--- config.mk ---
export PLATFORM = sky130hd
export DESIGN_NAME = mcd_modem_cfg
export DESIGN_NICKNAME = d
export VERILOG_FILES = /design/src/verilog/mcd_pkg.sv /design/src/verilog/mcd_modem_cfg.sv
export VERILOG_INCLUDE_DIRS = /design/src /design/src/verilog
export SDC_FILE = /design/constraint.sdc
export NUM_CORES = 1
export LEC_CHECK = 0
export BUFFER_PORTS_ARGS = -buffer_cell sky130_fd_sc_hd__clkbuf_2
export CELL_PAD_IN_SITES_DETAIL_PLACEMENT = 1
export CELL_PAD_IN_SITES_GLOBAL_PLACEMENT = 1
export CORE_MARGIN = 10
export CORE_UTILIZATION = 47
export DETAILED_ROUTE_END_ITERATION = 7
export GPL_TIMING_DRIVEN = 0
export PLACE_DENSITY_LB_ADDON = 0.08
export SYNTH_ARGS = -nofsm -noshare
export SYNTH_HDL_FRONTEND = slang
export SYNTH_SLANG_ARGS = --single-unit
--- constraint.sdc ---
create_clock -name clock -period 9.8 [get_ports clock]
set_input_delay 1.47 -clock clock [delete_from_list [all_inputs] [get_ports clock]]
set_output_delay 1.47 -clock clock [all_outputs]
set_load 0.02 [all_outputs]
--- src/verilog/mcd_consts.svh ---
// Register offsets, field positions, reset values and masks of the modem configuration slice
`ifndef MCD_CONSTS_SVH
`define MCD_CONSTS_SVH

`define MCD_ADDR_W            6
`define MCD_OFS_CODING_PRE    6'h13
`define MCD_OFS_SPACING_M     6'h14
`define MCD_OFS_DEVIATION     6'h15

`define MCD_RST_CODING_PRE    8'h22
`define MCD_RST_SPACING_M     8'hF8
`define MCD_RST_DEVIATION     8'h47

`define MCD_MASK_CODING_PRE   8'hF3
`define MCD_MASK_SPACING_M    8'hFF
`define MCD_MASK_DEVIATION    8'h77

`define MCD_BIT_FEC           7
`define MCD_POS_PRE           4
`define MCD_POS_SPC_E         0
`define MCD_POS_DEV_E         4
`define MCD_POS_DEV_M         0

`define MCD_SPC_OFFSET        13'h0100
`define MCD_DEV_OFFSET        4'h8

`endif

--- src/verilog/mcd_pkg.sv ---
// Types shared by the modem configuration slice
`default_nettype none
`include "mcd_consts.svh"
package mcd_pkg;

  typedef enum logic [2:0] {
    MCD_MOD_2FSK,
    MCD_MOD_GFSK,
    MCD_MOD_ASK_OOK,
    MCD_MOD_4FSK_RSVD,
    MCD_MOD_MSK
  } mcd_mod_e;

  typedef struct packed {
    logic       payload_error_correction_enable;
    logic [2:0] preamble_code;
    logic [1:0] spacing_exponent;
    logic [7:0] spacing_mantissa;
    logic [2:0] deviation_exponent;
    logic [2:0] deviation_mantissa;
  } mcd_cfg_s;

  typedef struct packed {
    logic [`MCD_ADDR_W-1:0] addr;
    logic                   wr;
    logic                   rd;
    logic [7:0]             wdata;
  } mcd_req_s;

endpackage

`default_nettype wire

--- src/verilog/mcd_modem_cfg.sv ---
// Modem coding, preamble, channel spacing and deviation configuration registers with derived settings
// Behaviour
// - With the error correction enable set the payload gets error correction and interleaving, otherwise none.
// - At least 2, 3, 4, 6, 8, 12, 16 or 24 preamble bytes are sent for codes 0 to 7, code 2 after reset.
// - Channel spacing is fxosc/2^18 times (256 + mantissa) times 2 to the spacing exponent.
// - The operating frequency is the base frequency plus channel spacing times the channel index.
// - For 2-FSK and GFSK transmit the deviation is fxosc/2^17 times (8 + mantissa) times 2 to the exponent.
// - In 2-FSK and GFSK transmit a zero symbol shifts by minus the deviation and a one by plus.
// - In MSK transmit the mantissa picks the 1/8 to 8/8 symbol fraction of a +90 (zero) or -90 (one) degree turn.
// - In 2-FSK or GFSK receive the deviation is the expected one; otherwise outside FSK and MSK transmit it has no effect.
`timescale 1ns/1ps
`default_nettype none
`include "mcd_consts.svh"

module mcd_modem_cfg
  import mcd_pkg::*;
#(
  parameter int FREQ_W = 24
) (
  input  wire logic              clock,
  input  wire logic              rst,
  input  wire mcd_req_s          req,
  output logic [7:0]             rdata,
  input  wire logic              tx_active,
  input  wire logic              rx_active,
  input  wire mcd_mod_e          mod_format,
  input  wire logic              tx_symbol,
  input  wire logic [7:0]        channel_index,
  input  wire logic [FREQ_W-1:0] base_freq,
  input  wire logic [1:0]        packet_length_select,
  output logic                   payload_error_correction_enable,
  output logic                   fec_fixed_length_ok,
  output logic [4:0]             preamble_bytes,
  output logic [11:0]            spacing_units,
  output logic [FREQ_W-1:0]      operating_freq,
  output logic [10:0]            deviation_units,
  output logic signed [11:0]     tx_freq_offset,
  output logic [3:0]             msk_phase_eighths,
  output logic                   msk_phase_negative,
  output logic [10:0]            rx_expected_deviation
);

  logic [7:0] coding_pre_reg;
  logic [7:0] spacing_m_reg;
  logic [7:0] deviation_reg;
  mcd_cfg_s   cfg;
  logic       fsk_like;

  function automatic logic [4:0] preamble_lut(input logic [2:0] code);
    logic [4:0] n;
    n = 5'h02;
    unique case (code)
      3'h0: n = 5'h02;
      3'h1: n = 5'h03;
      3'h2: n = 5'h04;
      3'h3: n = 5'h06;
      3'h4: n = 5'h08;
      3'h5: n = 5'h0C;
      3'h6: n = 5'h10;
      3'h7: n = 5'h18;
    endcase
    return n;
  endfunction

  function automatic logic [11:0] spacing_calc(input logic [7:0] m, input logic [1:0] e);
    logic [12:0] base;
    base = `MCD_SPC_OFFSET + {5'h00, m};
    return 12'(base[8:0]) << e;
  endfunction

  function automatic logic [10:0] deviation_calc(input logic [2:0] m, input logic [2:0] e);
    logic [3:0] base;
    base = `MCD_DEV_OFFSET | {1'b0, m};
    return 11'({7'h00, base} << e);
  endfunction

  // One driver for the whole struct keeps the field split in a single place
  assign cfg = '{
    payload_error_correction_enable: coding_pre_reg[`MCD_BIT_FEC],
    preamble_code:                   coding_pre_reg[`MCD_POS_PRE +: 3],
    spacing_exponent:                coding_pre_reg[`MCD_POS_SPC_E +: 2],
    spacing_mantissa:                spacing_m_reg,
    deviation_exponent:              deviation_reg[`MCD_POS_DEV_E +: 3],
    deviation_mantissa:              deviation_reg[`MCD_POS_DEV_M +: 3]
  };
  assign fsk_like = (mod_format == MCD_MOD_2FSK) || (mod_format == MCD_MOD_GFSK);

  // Unused positions are masked on write so they can never hold a one
  always_ff @(posedge clock or posedge rst) begin
    if (rst) begin
      coding_pre_reg <= `MCD_RST_CODING_PRE;
      spacing_m_reg  <= `MCD_RST_SPACING_M;
      deviation_reg  <= `MCD_RST_DEVIATION;
    end else if (req.wr) begin
      unique case (req.addr)
        `MCD_OFS_CODING_PRE: coding_pre_reg <= req.wdata & `MCD_MASK_CODING_PRE;
        `MCD_OFS_SPACING_M:  spacing_m_reg  <= req.wdata & `MCD_MASK_SPACING_M;
        `MCD_OFS_DEVIATION:  deviation_reg  <= req.wdata & `MCD_MASK_DEVIATION;
        default: ;
      endcase
    end
  end

  // Read data lands one cycle after the read strobe; unmapped addresses read zero
  always_ff @(posedge clock or posedge rst) begin
    if (rst) begin
      rdata <= 8'h00;
    end else if (req.rd) begin
      unique case (req.addr)
        `MCD_OFS_CODING_PRE: rdata <= coding_pre_reg;
        `MCD_OFS_SPACING_M:  rdata <= spacing_m_reg;
        `MCD_OFS_DEVIATION:  rdata <= deviation_reg;
        default:             rdata <= 8'h00;
      endcase
    end
  end

  // Coding and preamble controls for the packet engine
  always_ff @(posedge clock or posedge rst) begin
    if (rst) begin
      payload_error_correction_enable <= 1'b0;
      fec_fixed_length_ok             <= 1'b1;
      preamble_bytes                  <= 5'h04;
    end else begin
      payload_error_correction_enable <= cfg.payload_error_correction_enable;
      // Coding relies on the host keeping fixed length; flag a misuse but do not override it
      fec_fixed_length_ok <= !cfg.payload_error_correction_enable || (packet_length_select == 2'h0);
      preamble_bytes      <= preamble_lut(cfg.preamble_code);
    end
  end

  // Spacing and frequency in two stages to keep the multiplier off the register path
  always_ff @(posedge clock or posedge rst) begin
    if (rst) begin
      spacing_units  <= 12'h000;
      operating_freq <= '0;
    end else begin
      spacing_units  <= spacing_calc(cfg.spacing_mantissa, cfg.spacing_exponent);
      operating_freq <= base_freq + FREQ_W'(spacing_units * channel_index);
    end
  end

  // Deviation, symbol offset and MSK phase controls
  always_ff @(posedge clock or posedge rst) begin
    if (rst) begin
      deviation_units       <= 11'h000;
      tx_freq_offset        <= 12'sh000;
      msk_phase_eighths     <= 4'h8;
      msk_phase_negative    <= 1'b0;
      rx_expected_deviation <= 11'h000;
    end else begin
      deviation_units <= deviation_calc(cfg.deviation_mantissa, cfg.deviation_exponent);
      if (tx_active && fsk_like) begin
        tx_freq_offset <= tx_symbol ? $signed({1'b0, deviation_units})
                                    : -$signed({1'b0, deviation_units});
      end else begin
        tx_freq_offset <= 12'sh000;
      end
      msk_phase_eighths  <= {1'b0, cfg.deviation_mantissa} + 4'h1;
      msk_phase_negative <= tx_active && (mod_format == MCD_MOD_MSK) && tx_symbol;
      rx_expected_deviation <= (rx_active && fsk_like) ? deviation_units : 11'h000;
    end
  end
endmodule

`default_nettype wire

==> flow_summary_export.csv <==
group,metric,value,unit
sta,setup_violations,0,
floorplan,ios,148,
finish,seq_area,2770,µm²
synthesis,syn_nets,978,
clock_network,cts_setup_buffers,0,
routing,drt_first_pass_iters,4,
placed_design,dp.cells,1161,
finish,diodes,0,
floorplan,die_x,150,µm
clock_network,clk_latency,0.36,ns
global_routing,antenna_found_initial,2,
worst_setup_path,end_kind,"register",
clock_network,cts_buffers,9,
synthesis,yosysMostFrequentCell,"inv_1",
routing,drc,0,
placed_design,gp_congestion,0.834,
pwr,p_sw,1.15,mW
placed_design,placed_area,9000,µm²
worst_setup_path,critPathKind,"in2reg",
pwr,cellInternalPower,1.37,mW
finish,top_register,"operating_freq",
sta,max_slew_margin,60.0,%
finish,syn2layout_area_growth,16.9,%
finish,fin_area,9320,µm²
global_routing,grt_max_degree,77,
synthesis,synth_top_cell_by_area,"dfrtp_1",
global_routing,grt_usage,18.9,%
synthesis,yosysWarnings,0,
synthesis,synth_commonest_cells,"154 x inv_1, 96 x dfrtp_1, 78 x fa_1, 69 x nand2_1, 59 x and2_1",
placed_design,port_buffers,145,
hold_path,hold_class,"reg2reg",
floorplan,dieArea,22600,µm²
finish,drive_gt1_share,21.1,%
routing,vias_per_cell,5.06,
clock_network,cts_sinks,110,
floorplan,rows,47,
clock_network,tritoncts,"built",
finish,layout.cells.non_filler,1177,
worst_setup_path,reg2reg_depth,15,
sta,fin_crit_sh,58.2,%
clock_network,cts_root_buf,"clkbuf_16",
placed_design,post-dp-hpwl,17.0,mm
clock_network,clockBufferDepth,2,
finish,largestRegisters,"operating_freq x24, spacing_units x12, tx_freq_offset x12",
run,maxCapViolCount,0,
worst_setup_path,cp-start-kind,"input pin",
synthesis,netlist_instances,795,
synthesis,synth_ff_type,"dfrtp_1",
floorplan,start_util,48.1,%
finish,final_nets,1135,
routing,routed-via-count,5959,
outcome,status,"completed",
synthesis,synth_top_area_share,30.1,%
pwr,total_power,2.52,mW
synthesis,synth_area,7970,µm²
pwr,power_density,270,nW/µm²
routing,antenna_left,0,
routing,drt_iter0_drc,185,
global_routing,grt_first_pass_wirelength,34.1,mm
floorplan,die_height,150,µm
floorplan,core,16600,µm²
sta,skew,0.00998,ns
synthesis,avgSynthCellArea,10.0,µm²
routing,wl,20.8,mm
synthesis,synth-seq-cells,110,
pwr,peakVddDrop,0.167,mV
sta,finalHoldViolCount,0,
clock_network,post_cts_resized,0,
finish,nFillCells,1930,
finish,multi_input_area,4500,µm²
finish,largest_reg_flops,24,
synthesis,synthArstFlopShare,100,%
sta,clock.fmax,0.175,GHz
sta,rsz0062_at_grt,"false",
pwr,seq_power_share,25.0,%
global_routing,grt_pass1_vias,6828,
synthesis,ys_seq_area_share,34.7,%
hold_path,hold_path_depth,0,
synthesis,synth_cell_types,51,
pwr,leakagePower,5.00,nW
sta,finalCriticalPeriod,5.71,ns
synthesis,synthTopCellsByArea,"dfrtp_1 30%, fa_1 20%, ha_1 7.4%",
clock_network,ctsHoldBuffers,0,
sta,drv_slew,0,
routing,wl_per_cell,17.7,µm
worst_setup_path,cp_max_fo,10,
worst_setup_path,cp_data_required_time,10.04,ns
clock_network,path_clk_slew,0.08,ns
synthesis,synth-edff-count,0,
pwr,power.share.switching,45.6,%
pwr,clock_power_share,15.8,%
clock_network,cts_max_level,3,
global_routing,gr-total-overflow,0,
sta,worst_slew_pin_slew,0.600,ns
sta,setup_tns,0,ns
pwr,combPwrFrac,59.2,%
worst_setup_path,arrival,5.94,ns
sta,hold_ws,0.448,ns
final timing paths:
path	start	endpoint	slack [ns]
min reg2reg	coding_pre_reg[7]	payload_error_correction_enable	0.45
max in group asynchronous	rst	spacing_m_reg[7]	7.89
max reg2reg	spacing_units[6]	operating_freq[21]	5.18
max	channel_index[2]	operating_freq[21]	4.09
min in group asynchronous	rst	rx_expected_deviation[10]	1.13
min	coding_pre_reg[7]	payload_error_correction_enable	0.45
worst max-delay path, stage by stage:
cell and delay (ns):
clkbuf_2 0.10, clkbuf_1 0.40, nand2_1 0.18, fa_1 0.56, inv_1 0.05, fa_1 0.50, fa_1 0.54, inv_1 0.05
fa_1 0.52, inv_1 0.04, ha_1 0.39, nand3_1 0.11, a21oi_1 0.33, o21ai_1 0.19, a21oi_2 0.25, o41ai_2 0.11
xnor2_1 0.14
power by group through the flow:
stage                     clock network [mW]  logic (mW)  registers [mW]
after CTS                              0.406        1.52           0.631
after global placement                     0        1.44           0.637
after detailed placement                   0        1.50           0.639
after floorplan                            0        1.06           0.710
final                                  0.398        1.49           0.631
after global routing                   0.425        1.71           0.644
logic make-up (layout without fill, tap and decap cells):
logic type               Yosys count  count (layout)  share of synthesized area, %
AND/OR/NAND/NOR                  223             223                          14.2
flip-flops                       110             110                          34.7
AO/OA/AOI/OAI                     98              98                          7.75
multiplexers                      32              32                          4.68
adder cells (fa/ha/maj)          125             125                          27.0
XOR/XNOR                          26              26                          2.86
buffers and inverters            181             343                          8.79
through the flow:
stage | setup slack, ns | util [%]
5_1_grt | 3.84 | 56.2
4_1_cts | 4.07 | 56.2
3_3_place_gp | 3.84 | 54.1
3_5_place_dp | 3.73 | 54.3
6_report | 4.09 | 56.2
2_1_floorplan | 4.35 | -
per-layer routing:
metal	GRT usage, %	part of all wire [%]
met2	36.3	56
met3	3.54	3.8
met5	0	0.13
met4	5.59	1.9
met1	20.3	39
layout by cell type (no fill, tap or decap), types with 6 or more instances in the layout:
master     Yosys  final
ha_1          47     47
xor2_1         7      7
dfstp_2       14     14
a211oi_1       6      6
nand2b_1       7      7
clkbuf_2       0    145
nand2_1       69     69
fa_1          78     78
a22oi_1        6      6
mux2i_1        8      8
o21ai_0       14     14
clkbuf_1      18     18
clkbuf_16      0      9
and3_1        18     18
mux2_1        17     17
a21o_1        11     11
o22ai_1        7      7
nor2_1        34     34
dfrtp_1       96     96
nor3_1         6      6
and2_1        59     59
xnor2_1       19     19
a21oi_1       34     34
inv_1        154    153
nand3_1        6      6
area by class of cell:
cell class | instances | area share, %
Tap cell | 220 | 2.95
Timing Repair Buffer | 146 | 8.08
Sequential cell | 110 | 29.7
Clock inverter | 6 | 0.859
Buffer | 27 | 1.32
Inverter | 154 | 6.23
Clock buffer | 10 | 2.56
Multi-Input combinational cell | 504 | 48.3
Power figures use the tool's default switching activity.
